File: config.mk
export PLATFORM = sky130hd
export DESIGN_NAME = jpt_top
export DESIGN_NICKNAME = d
export VERILOG_FILES = /design/src/include/jpt_pkg.sv /design/src/rtl/jpt_pulse_gen.sv /design/src/rtl/jpt_top.sv
export SDC_FILE = /design/constraint.sdc
export NUM_CORES = 1
export LEC_CHECK = 0
export BUFFER_PORTS_ARGS = -buffer_cell sky130_fd_sc_hd__buf_2
export CORE_ASPECT_RATIO = 0.6
export CORE_MARGIN = 1
export CORE_UTILIZATION = 40
export DETAILED_ROUTE_END_ITERATION = 7
export GPL_ROUTABILITY_DRIVEN = 0
export SKIP_LAST_GASP = 1
export SYNTH_ARGS = -nofsm -noshare
export SYNTH_HDL_FRONTEND = slang
export SYNTH_SLANG_ARGS = --single-unit
export TNS_END_PERCENT = 50
File: constraint.sdc
create_clock -name clk -period 3.1 [get_ports clk]
set_clock_uncertainty 0.1 [all_clocks]
set_input_delay 0.93 -clock clk [delete_from_list [all_inputs] [get_ports clk]]
set_output_delay 0.93 -clock clk [all_outputs]
set_load 0.05 [all_outputs]
File: src/include/jpt_pkg.sv
// constants and types shared by the jog pulse-train output block
package jpt_pkg;
    localparam int unsigned CLK_HZ       = 20_000_000;
    localparam int unsigned PULSE_HZ     = 100_000;
    localparam int unsigned HALF_CYC     = CLK_HZ / (2 * PULSE_HZ);
    localparam int unsigned HALF_W       = 8;
    localparam logic [HALF_W-1:0] HALF_LAST = HALF_W'(HALF_CYC - 1);

    localparam int unsigned ADDR_W       = 8;
    localparam int unsigned DATA_W       = 32;
    localparam int unsigned WORD_W       = 16;
    localparam int unsigned POS_W        = 32;

    localparam logic [ADDR_W-1:0] ADDR_CTRL   = 8'h00;
    localparam logic [ADDR_W-1:0] ADDR_STATUS = 8'h04;
    localparam logic [ADDR_W-1:0] ADDR_MASK   = 8'h08;
    localparam logic [ADDR_W-1:0] ADDR_POS_LO = 8'h0C;
    localparam logic [ADDR_W-1:0] ADDR_POS_HI = 8'h10;
    localparam logic [ADDR_W-1:0] ADDR_STATE  = 8'h14;

    // ctrl fields
    localparam int unsigned CTRL_MODE_BIT = 0;
    localparam logic        CTRL_MODE_RST = 1'b0;
    // status and mask fields
    localparam int unsigned EVT_W         = 2;
    localparam int unsigned EVT_ABN_BIT   = 0;
    localparam int unsigned EVT_STOP_BIT  = 1;
    localparam logic [EVT_W-1:0] STATUS_RST = 2'h0;
    localparam logic [EVT_W-1:0] MASK_RST   = 2'h0;
    localparam logic [POS_W-1:0] POS_RST    = 32'h0000_0000;

    typedef enum logic {
        MODE_PULSE_DIR,
        MODE_FWD_REV
    } jpt_mode_e;

    typedef enum logic [1:0] {
        ST_IDLE,
        ST_FWD,
        ST_REV
    } jpt_state_e;

    typedef struct packed {
        logic jog_fwd;
        logic jog_rev;
        logic fwd_limit;
        logic rev_limit;
    } jpt_switch_s;

    typedef struct packed {
        logic [ADDR_W-1:0] addr;
        logic [DATA_W-1:0] wdata;
        logic              wr;
        logic              rd;
    } jpt_bus_req_s;
endpackage

File: src/rtl/jpt_pulse_gen.sv
// square-wave generator for the pulse train, with a rising-edge tick
`timescale 1ns/1ps
`default_nettype none
module jpt_pulse_gen
    import jpt_pkg::*;
(
    input  wire logic clk,
    input  wire logic rst_n,
    input  wire logic run,
    output logic      level,
    output logic      rise_tick
);
    logic [HALF_W-1:0] cnt_q;
    logic              level_q;
    logic              tick_q;

    // dropping run forces the level low at once, so a stop leaves it low
    always_ff @(posedge clk or negedge rst_n) begin
        if (!rst_n) begin
            cnt_q   <= '0;
            level_q <= 1'b0;
            tick_q  <= 1'b0;
        end else if (!run) begin
            cnt_q   <= '0;
            level_q <= 1'b0;
            tick_q  <= 1'b0;
        end else if (cnt_q == HALF_LAST) begin
            cnt_q   <= '0;
            level_q <= ~level_q;
            tick_q  <= ~level_q;
        end else begin
            cnt_q   <= cnt_q + HALF_W'(1);
            tick_q  <= 1'b0;
        end
    end

    assign level     = level_q;
    assign rise_tick = tick_q;
endmodule
`default_nettype wire

File: src/rtl/jpt_top.sv
// jog-driven pulse-train positioning output with register port
//
// Overview of operation
// - forward jog pressed alone with both limits high starts forward motion.
// - forward motion toggles the pulse train continuously.
// - in pulse-plus-direction mode direction is high in forward and stays high after.
// - in separate-train mode forward pulses go on the first output, second stays low.
// - each forward pulse increments the 32-bit position, kept as low and high words.
// - releasing forward jog ends forward motion.
// - at the end of motion the active pulse output stops and rests low.
// - with pulses stopped the position holds still.
// - forward limit going low stops forward motion like a normal jog stop.
// - a stop caused by a limit sets the abnormal-end flag.
// - reverse jog emits reverse pulses and decrements the position.
// - reverse limit going low in reverse stops motion and sets the abnormal-end flag.
`timescale 1ns/1ps
`default_nettype none
module jpt_top
    import jpt_pkg::*;
(
    input  wire logic              clk,
    input  wire logic              rst_n,
    input  wire logic              fwd_limit_in,
    input  wire logic              rev_limit_in,
    input  wire logic              jog_fwd_in,
    input  wire logic              jog_rev_in,
    input  wire logic [ADDR_W-1:0] reg_addr,
    input  wire logic [DATA_W-1:0] reg_wdata,
    input  wire logic              reg_wr,
    input  wire logic              reg_rd,
    output logic [DATA_W-1:0]      reg_rdata,
    output logic                   pulse_out,
    output logic                   direction_out,
    output logic                   abnormal_end_flag,
    output logic                   irq
);
    // start check, used for both directions
    function automatic logic start_ok(input jpt_switch_s s,
                                      input logic        fwd);
        logic jog_ok;
        jog_ok = fwd ? (s.jog_fwd && !s.jog_rev)
                     : (s.jog_rev && !s.jog_fwd);
        return jog_ok && s.fwd_limit && s.rev_limit;
    endfunction

    logic         rst_meta_q;
    logic         rst_sync_q;
    logic         rst_sync_n;
    jpt_switch_s  sw;
    jpt_bus_req_s req;
    jpt_state_e   state_q;
    jpt_state_e   state_d;
    jpt_mode_e    mode_q;
    jpt_mode_e    run_mode_q;
    logic         dir_q;
    logic [POS_W-1:0]  pos_q;
    logic [WORD_W-1:0] hi_snap_q;
    logic [WORD_W-1:0] hi_wr_q;
    logic [EVT_W-1:0]  status_q;
    logic [EVT_W-1:0]  mask_q;
    logic [EVT_W-1:0]  evt;
    logic         stop_normal;
    logic         stop_limit;
    logic         moving;
    logic         lvl;
    logic         tick;
    logic [DATA_W-1:0] rdata_q;
    logic         pulse_q;
    logic         dirout_q;
    logic         abn_q;
    logic         irq_q;

    // reset release through two flops
    always_ff @(posedge clk or negedge rst_n) begin
        if (!rst_n) begin
            rst_meta_q <= 1'b0;
            rst_sync_q <= 1'b0;
        end else begin
            rst_meta_q <= 1'b1;
            rst_sync_q <= rst_meta_q;
        end
    end
    assign rst_sync_n = rst_sync_q;

    // active level of inputs follows the switch wiring
    assign sw.jog_fwd   = jog_fwd_in;
    assign sw.jog_rev   = jog_rev_in;
    assign sw.fwd_limit = fwd_limit_in;
    assign sw.rev_limit = rev_limit_in;

    assign req.addr  = reg_addr;
    assign req.wdata = reg_wdata;
    assign req.wr    = reg_wr;
    assign req.rd    = reg_rd;

    assign moving = (state_q != ST_IDLE);

    // motion state
    always_comb begin
        state_d     = state_q;
        stop_normal = 1'b0;
        stop_limit  = 1'b0;
        unique case (state_q)
            ST_IDLE: begin
                // both jogs pressed or a limit open: no start
                if (start_ok(sw, 1'b1)) begin
                    state_d = ST_FWD;
                end else if (start_ok(sw, 1'b0)) begin
                    state_d = ST_REV;
                end
            end
            ST_FWD: begin
                if (!sw.fwd_limit) begin
                    state_d    = ST_IDLE;
                    stop_limit = 1'b1;
                end else if (!sw.jog_fwd) begin
                    state_d     = ST_IDLE;
                    stop_normal = 1'b1;
                end
            end
            ST_REV: begin
                if (!sw.rev_limit) begin
                    state_d    = ST_IDLE;
                    stop_limit = 1'b1;
                end else if (!sw.jog_rev) begin
                    state_d     = ST_IDLE;
                    stop_normal = 1'b1;
                end
            end
            default: begin
                state_d = ST_IDLE;
            end
        endcase
    end

    always_ff @(posedge clk or negedge rst_sync_n) begin
        if (!rst_sync_n) begin
            state_q <= ST_IDLE;
        end else begin
            state_q <= state_d;
        end
    end

    // mode is frozen for the whole move so outputs never swap mid-train
    always_ff @(posedge clk or negedge rst_sync_n) begin
        if (!rst_sync_n) begin
            run_mode_q <= MODE_PULSE_DIR;
            dir_q      <= 1'b0;
        end else if (state_q == ST_IDLE && state_d != ST_IDLE) begin
            run_mode_q <= mode_q;
            dir_q      <= (state_d == ST_FWD);
        end
    end

    jpt_pulse_gen u_pulse_gen (
        .clk       (clk),
        .rst_n     (rst_sync_n),
        .run       (moving && state_d == state_q),
        .level     (lvl),
        .rise_tick (tick)
    );

    // output pins
    always_ff @(posedge clk or negedge rst_sync_n) begin
        if (!rst_sync_n) begin
            pulse_q  <= 1'b0;
            dirout_q <= 1'b0;
        end else if (run_mode_q == MODE_PULSE_DIR) begin
            pulse_q  <= lvl;
            dirout_q <= dir_q;
        end else begin
            pulse_q  <= lvl && state_q == ST_FWD;
            dirout_q <= lvl && state_q == ST_REV;
        end
    end

    // position count; software preset only while idle
    always_ff @(posedge clk or negedge rst_sync_n) begin
        if (!rst_sync_n) begin
            pos_q <= POS_RST;
        end else if (tick && state_q == ST_FWD) begin
            pos_q <= pos_q + POS_W'(1);
        end else if (tick && state_q == ST_REV) begin
            pos_q <= pos_q - POS_W'(1);
        end else if (!moving && req.wr && req.addr == ADDR_POS_LO) begin
            pos_q <= {hi_wr_q, req.wdata[WORD_W-1:0]};
        end
        // no tick once stopped, so the count holds
    end

    // high word staged on write, snapshotted on low-word read
    always_ff @(posedge clk or negedge rst_sync_n) begin
        if (!rst_sync_n) begin
            hi_wr_q   <= '0;
            hi_snap_q <= '0;
        end else begin
            if (req.wr && req.addr == ADDR_POS_HI) begin
                hi_wr_q <= req.wdata[WORD_W-1:0];
            end
            if (req.rd && req.addr == ADDR_POS_LO) begin
                hi_snap_q <= pos_q[POS_W-1:WORD_W];
            end
        end
    end

    // control and mask registers
    always_ff @(posedge clk or negedge rst_sync_n) begin
        if (!rst_sync_n) begin
            mode_q <= jpt_mode_e'(CTRL_MODE_RST);
            mask_q <= MASK_RST;
        end else if (req.wr) begin
            if (req.addr == ADDR_CTRL) begin
                mode_q <= jpt_mode_e'(req.wdata[CTRL_MODE_BIT]);
            end
            if (req.addr == ADDR_MASK) begin
                mask_q <= req.wdata[EVT_W-1:0];
            end
        end
    end

    // sticky events, write one to clear, a new event beats the clear
    always_comb begin
        evt               = '0;
        evt[EVT_ABN_BIT]  = stop_limit;
        evt[EVT_STOP_BIT] = stop_normal || stop_limit;
    end

    always_ff @(posedge clk or negedge rst_sync_n) begin
        if (!rst_sync_n) begin
            status_q <= STATUS_RST;
        end else begin
            for (int i = 0; i < EVT_W; i++) begin
                if (evt[i]) begin
                    status_q[i] <= 1'b1;
                end else if (req.wr && req.addr == ADDR_STATUS &&
                             req.wdata[i]) begin
                    status_q[i] <= 1'b0;
                end
            end
        end
    end

    always_ff @(posedge clk or negedge rst_sync_n) begin
        if (!rst_sync_n) begin
            abn_q <= 1'b0;
            irq_q <= 1'b0;
        end else begin
            abn_q <= status_q[EVT_ABN_BIT] || evt[EVT_ABN_BIT];
            irq_q <= |((status_q | evt) & mask_q);
        end
    end

    // read port: data in the cycle after the strobe, zero otherwise
    always_ff @(posedge clk or negedge rst_sync_n) begin
        if (!rst_sync_n) begin
            rdata_q <= '0;
        end else if (!req.rd) begin
            rdata_q <= '0;
        end else begin
            unique case (req.addr)
                ADDR_CTRL:   rdata_q <= DATA_W'(mode_q);
                ADDR_STATUS: rdata_q <= DATA_W'(status_q);
                ADDR_MASK:   rdata_q <= DATA_W'(mask_q);
                ADDR_POS_LO: rdata_q <= DATA_W'(pos_q[WORD_W-1:0]);
                ADDR_POS_HI: rdata_q <= DATA_W'(hi_snap_q);
                ADDR_STATE:  rdata_q <= DATA_W'({sw, pulse_q, dir_q,
                                                 state_q});
                default:     rdata_q <= '0;
            endcase
        end
    end

    assign reg_rdata         = rdata_q;
    assign pulse_out         = pulse_q;
    assign direction_out     = dirout_q;
    assign abnormal_end_flag = abn_q;
    assign irq               = irq_q;
endmodule
`default_nettype wire

### After elaboration in Yosys (flattened, before gate mapping)

Cells that the tools add are included.

| cells by class | value |
|---|---|
| equal/unequal tests | 11 |
| multiplexer cells | 32 |
| $add $sub $neg | 3 |
| bitwise logic cells | 3 |
| reductions and logical operators | 34 |

Operators with widths:

| cell | count |
|---|---|
| 32-bit 2-to-1 mux | 4 |
| 16-bit case mux with 6 select lines | 1 |
| 32-bit by 1-bit adder with 32-bit output (second input constant) | 1 |
| 32-bit by 1-bit subtractor with 32-bit output (second input constant) | 1 |
| 1-bit logical AND | 19 |
| 8-bit by 4-bit equality test with 1-bit output (second input constant) | 2 |
| 8-bit by 5-bit equality test with 1-bit output (second input constant) | 2 |
| 1-bit 2-to-1 mux | 16 |
| 8-bit 2-to-1 mux | 2 |
| 2-bit 2-to-1 mux | 6 |
| 8-bit by 1-bit adder with 8-bit output (second input constant) | 1 |
| 8-bit by 3-bit equality test with 1-bit output (second input constant) | 1 |
| 8-bit by 7-bit equality test with 1-bit output (second input constant) | 1 |
| 8-bit zero test | 1 |
| 2-bit nonzero test | 4 |
| 2-bit case mux with 3 select lines | 1 |
| 2-bit by 1-bit equality test with 1-bit output (second input constant) | 2 |
| 1-bit case mux with 2 select lines | 2 |
| 2-bit AND reduction | 2 |
| 1-bit zero test | 3 |
| 3-bit nonzero test | 1 |
| 2-bit bitwise AND | 1 |
| 2-bit equality test | 1 |
| 2-bit equality test (second input constant) | 1 |
| 6 further kinds | 7 |

| word-level totals | value |
|---|---|
| input bits | 48 |
| output and inout port bits | 36 |
| register bits | 121 |
| logic and storage cells | 103 |

### Logic depth before layout (Yosys ltp)

| logic depth | value |
|---|---|
| depth after elaboration | 10 |
| mapped depth | 9 |
| mapped depth without buffers | 7 |

### Hierarchy

A second synthesis with hierarchy kept.

| unflattened totals | value |
|---|---|
| cells, all modules | 734 |
| area, all modules | 6404.9 um^2 |

By module, submodules not included:

| module | times used | sequential area each (um^2) | area each (um^2) | cells each |
|---|---|---|---|---|
| jpt_top | 1 | 2377.3 | 5909.4 | 691 |
| jpt_pulse_gen | 1 | 250.2 | 495.5 | 43 |

### Worst setup path after synthesis

OpenSTA, ideal clock, no wires.

| timing path | value |
|---|---|
| path kind | input to register |
| start | input port reg_addr[1] |
| end | register hi_wr_q[10] |
| path buffers | 2 |
| arrival | 2.496 ns |
| library setup time | 0.127 ns |
| required time | 2.873 ns |
| slack | 0.376 ns |
| stages on the path | 7 |
| path through | or3_1 > nor3_2 > and3_1 > buf_2 > nand2_4 > buf_6 > mux2_1 |

| on the way | value |
|---|---|
| cells in the longest elaborated chain, start to end | 2 |

Ends and longest elaborated chain:

| what | RTL line | text |
|---|---|---|
| start, declared | jpt_top.sv:27 | `input wire logic [ADDR_W-1:0] reg_addr,` |
| 8-bit by 5-bit equality test with 1-bit output | jpt_top.sv:197 | `if (req.wr && req.addr == ADDR_POS_HI) begin` |
| 1-bit logical AND | jpt_top.sv:197 |  |
| end signal, assigned | jpt_top.sv:198 | `hi_wr_q <= req.wdata[WORD_W-1:0];` |
| end, declared | jpt_top.sv:58 | `logic [WORD_W-1:0] hi_wr_q;` |

Every way passes these cells.
A chain may end at the register's enable or synchronous reset.

### Worst setup path in the final report

| timing path | value |
|---|---|
| start | register pos_q[10] |
| end | register pos_q[26] |

| on the way | value |
|---|---|
| cells in the longest elaborated chain, start to end | 3 |
| elaborated cells on any way between the ends | 4 |
| those cells by class | add/sub: 2; mux: 2 |

Ends and longest elaborated chain:

| what | RTL line | text |
|---|---|---|
| start, declared | jpt_top.sv:56 | `logic [POS_W-1:0] pos_q;` |
| start signal, assigned | jpt_top.sv:182 | `pos_q <= pos_q + POS_W'(1);` |
| start signal, assigned | jpt_top.sv:184 | `pos_q <= pos_q - POS_W'(1);` |
| start signal, assigned | jpt_top.sv:186 | `pos_q <= {hi_wr_q, req.wdata[WORD_W-1:0]};` |
| 32-bit by 1-bit subtractor with 32-bit output | jpt_top.sv:184 |  |
| 32-bit 2-to-1 mux | jpt_top.sv:183 | `end else if (tick && state_q == ST_REV) begin` |
| 32-bit 2-to-1 mux (*) | jpt_top.sv:181 | `end else if (tick && state_q == ST_FWD) begin` |

Every way passes the cells marked *; elsewhere a longest branch is shown, timed or not.

==> impl_metrics.py <==
metrics = {
    "global_routing": {
        "grt_pass1_vias": 5391,
        "grt_overflow": 0,
        "antenna_found_initial": 0,
        "grt_pass1_wl_mm": 31.1,
        "grt_max_degree": 71,
        "grt_usage_pct": 24.4,
    },
    "sta": {
        "hold_viol": 0,
        "report.final.slew_viol_count": 0,
        "setup_tns_ps": 0,
        "period_minus_slack_ps": 2870,
        "period_share_pct": 92.6,
        "slew_headroom_pct": 35.9,
        "rsz0062_at_grt": "false",
        "fmax_ghz": 0.348,
        "max_slew.worst_pin.slew_ps": 961,
        "setup_viol": 0,
    },
    "floorplanning": {
        "dieWidth_um": 167,
        "rows": 35,
        "die_area_sq_um": 16800,
        "start_util_pct": 41.6,
        "coreArea_sq_um": 15600,
        "num_io_pins": 84,
        "fp.dieH_um": 101,
    },
    "finish": {
        "fin_util_pct": 46.6,
        "fillers": 1484,
        "layout_commonest_cell": "dfrtp_1",
        "area_delta_synth_final_pct": 11.8,
        "layout_common_cells": "dfrtp_1, nor2_1, buf_2",
        "nNetsFinal": 785,
        "multi_input_area_sq_um": 3490,
        "layout-drive-gt1-share_pct": 21.8,
        "num_antenna_cells": 0,
        "final-seq-area_sq_um": 2630,
        "finalInstanceArea_sq_um": 7280,
    },
    "synthesis": {
        "synth_cell_types": 80,
        "syn_area_sq_um": 6510,
        "synth-warning-count": 0,
        "async_flop_share_pct": 100,
        "avgSynthCellArea_sq_um": 9.46,
        "synth_edf_count": 0,
        "ys.flop_type": "dfrtp_1",
        "synth_cells": 688,
        "ys_seq_elements": 105,
        "synth-seq-area-share_pct": 40.4,
    },
    "pwr": {
        "p_leak_nw": 3.19,
        "p_sw_mw": 1.20,
        "powerDensity_nw_per_um2": 483,
        "vdd_drop_max_mv": 0.210,
        "pwr-share-seq_pct": 47.6,
        "power.internal_mw": 2.32,
        "pwr-share-comb_pct": 21.0,
        "p_sw_share_pct": 34.2,
        "pwr-share-clk_pct": 31.4,
    },
    "worst_setup_path": {
        "cp-start-kind": "register",
        "cp_max_fo": 13,
        "end_kind": "register",
        "critical_path_required_ps": 3230,
        "crit_type": "register to register",
        "arrival_ps": 3000,
    },
    "route": {
        "wl_met3_mm": 2.20,
        "met2_length_mm": 7.71,
        "wirelength_mm": 19.9,
        "via_per_inst": 6.23,
        "wl_met1_mm": 9.75,
        "drcViolationCount": 0,
        "ant_nets": 0,
        "wl_per_cell_um": 21.3,
        "dr.pass1.iters": 6,
        "top_layer_used": "met4",
        "vias": 5845,
        "dr.first_iter.drc_count": 908,
    },
    "clock_network": {
        "cts_sinks": 105,
        "post_cts_buffers": 0,
        "clk_path_buf_depth": 2,
        "h-tree-depth": 3,
        "cts_tree": "yes",
        "insertion_delay_ps": 360,
        "ctsResizeCount": 0,
        "root_buffer": "clkbuf_16",
        "cts.clk_slew.worst_paths_ps": 80,
        "cts_buffers": 9,
        "hold_buffers": 0,
    },
    "flow_run": {
        "cap_violations": 0,
    },
    "place": {
        "portBuffers": 51,
        "dpl-instance-area_sq_um": 7000,
        "dpl.hpwl_mm": 14.5,
    },
    "status": {
        "status": "finished, final reports clean",
    },
    "min_path": {
        "hp-class": "register to async pin",
    },
}
-- flip-flops by register name (all words and copies together) (netlist names), 2 cells and up --
name / flops
pos_q: 32
reg_rdata: 16
u_pulse_gen.cnt_q: 8
mask_q: 2
hi_wr_q: 16
state_q: 2
hi_snap_q: 16
status_q: 2
-- metal layers --
metal	vias to the layer above	track usage, %
li1	2630	-
met1	2864	37.9
met2	326	31.7
met3	25	7.70
met4	0	6.13
met5	-	0
-- power by group through the flow --
| stage | logic, mW | registers (mW) | clock network, mW |
|---|---|---|---|
| after floorplan | 0.535 | 1.65 | 0 |
| after global placement | 0.699 | 1.69 | 0 |
| after detailed placement | 0.720 | 1.69 | 0 |
| after CTS | 0.723 | 1.67 | 1.13 |
| after global routing | 0.798 | 1.69 | 1.19 |
| final | 0.739 | 1.68 | 1.11 |
-- cell families after synthesis --
family	count (synthesis)	synth area share [%]
other	2	0.115
AOI/OAI and AO/OA	181	20.0
DFF	105	40.4
xor gates and xnor gates	15	2.02
buffers and inverters	89	6.84
and+or+nand+nor	246	22.0
muxes	43	7.32
adders and majority gates	7	1.35
-- cell usage after synthesis, types with 7 or more instances --
cell type  instances  area share, %
inv_1             14           0.81
o22ai_1            7           0.67
or3_1              8           0.77
nor3_1            14            1.1
o21ai_0           26            2.0
nand2b_1          11            1.1
a21oi_1           22            1.7
buf_4             21            2.4
nand3_1           24            1.8
clkbuf_1          36            2.1
ha_1               7            1.3
and3_1            12            1.2
nor2_1            62            3.6
dfrtp_1          105             40
mux2_1            19            3.3
nor4_1             8           0.77
buf_2             14            1.1
xnor2_1            9            1.2
or4_1              7           0.81
o21ai_1            8           0.61
a22o_1             8            1.1
nand2_1           36            2.1
mux2_2            18            3.1
nor4_2             7            1.3
a31o_2            10            1.3
and2_1             8           0.77
nand4_1           12            1.2
o31ai_1           11            1.3
a31oi_1           16            1.5
-- worst max-delay path, cell delays in order (launching register included) --
cell and delay (ps):
dfrtp_1 510, nor4_4 510, nand4b_2 480, buf_4 330, or4_1 540, o211ai_1 150, o22ai_1 120
-- area by class of cell --
type                    instances  area share [%]
well taps                     203            3.49
flip-flops and latches        105            36.1
clock buffers                  10            3.14
repair buffers                 91            7.80
inverters                      14           0.722
clock inverters                 6           0.705
multi-input cells             509            48.0
-- path summary, 6_finish.rpt --
| path | startpoint | end | slack (ps) | cells after the start |
|---|---|---|---|---|
| max | pos_q[10]$_DFFE_PN0P_ | pos_q[26]$_DFFE_PN0P_ | 230 | 6 |
| min | rst_sync_n$_DFF_PN0_ | hi_snap_q[12]$_DFFE_PN0P_ | 200 | 0 |
| max reg2reg | pos_q[10]$_DFFE_PN0P_ | pos_q[26]$_DFFE_PN0P_ | 230 | 6 |
| min reg2reg | rst_sync_n$_DFF_PN0_ | hi_snap_q[12]$_DFFE_PN0P_ | 200 | 0 |
| max in group asynchronous | rst_sync_n$_DFF_PN0_ | hi_snap_q[1]$_DFFE_PN0P_ | 1950 | 1 |
| min in group clk | rst_meta_q$_DFF_PN0_ | rst_sync_n$_DFF_PN0_ | 260 | 0 |
-- metrics by stage --
step	cells	total power [mW]	hold WS (ps)	setup WS (ps)
3_5_place_dp	922	2.41	217	163
3_3_place_gp	922	2.39	210	170
2_1_floorplan	703	2.18	231	376
4_1_cts	938	3.52	225	278
6_report	938	3.52	196	229
5_1_grt	938	3.68	238	106
No activity file was read; power rests on OpenSTA's default activity.
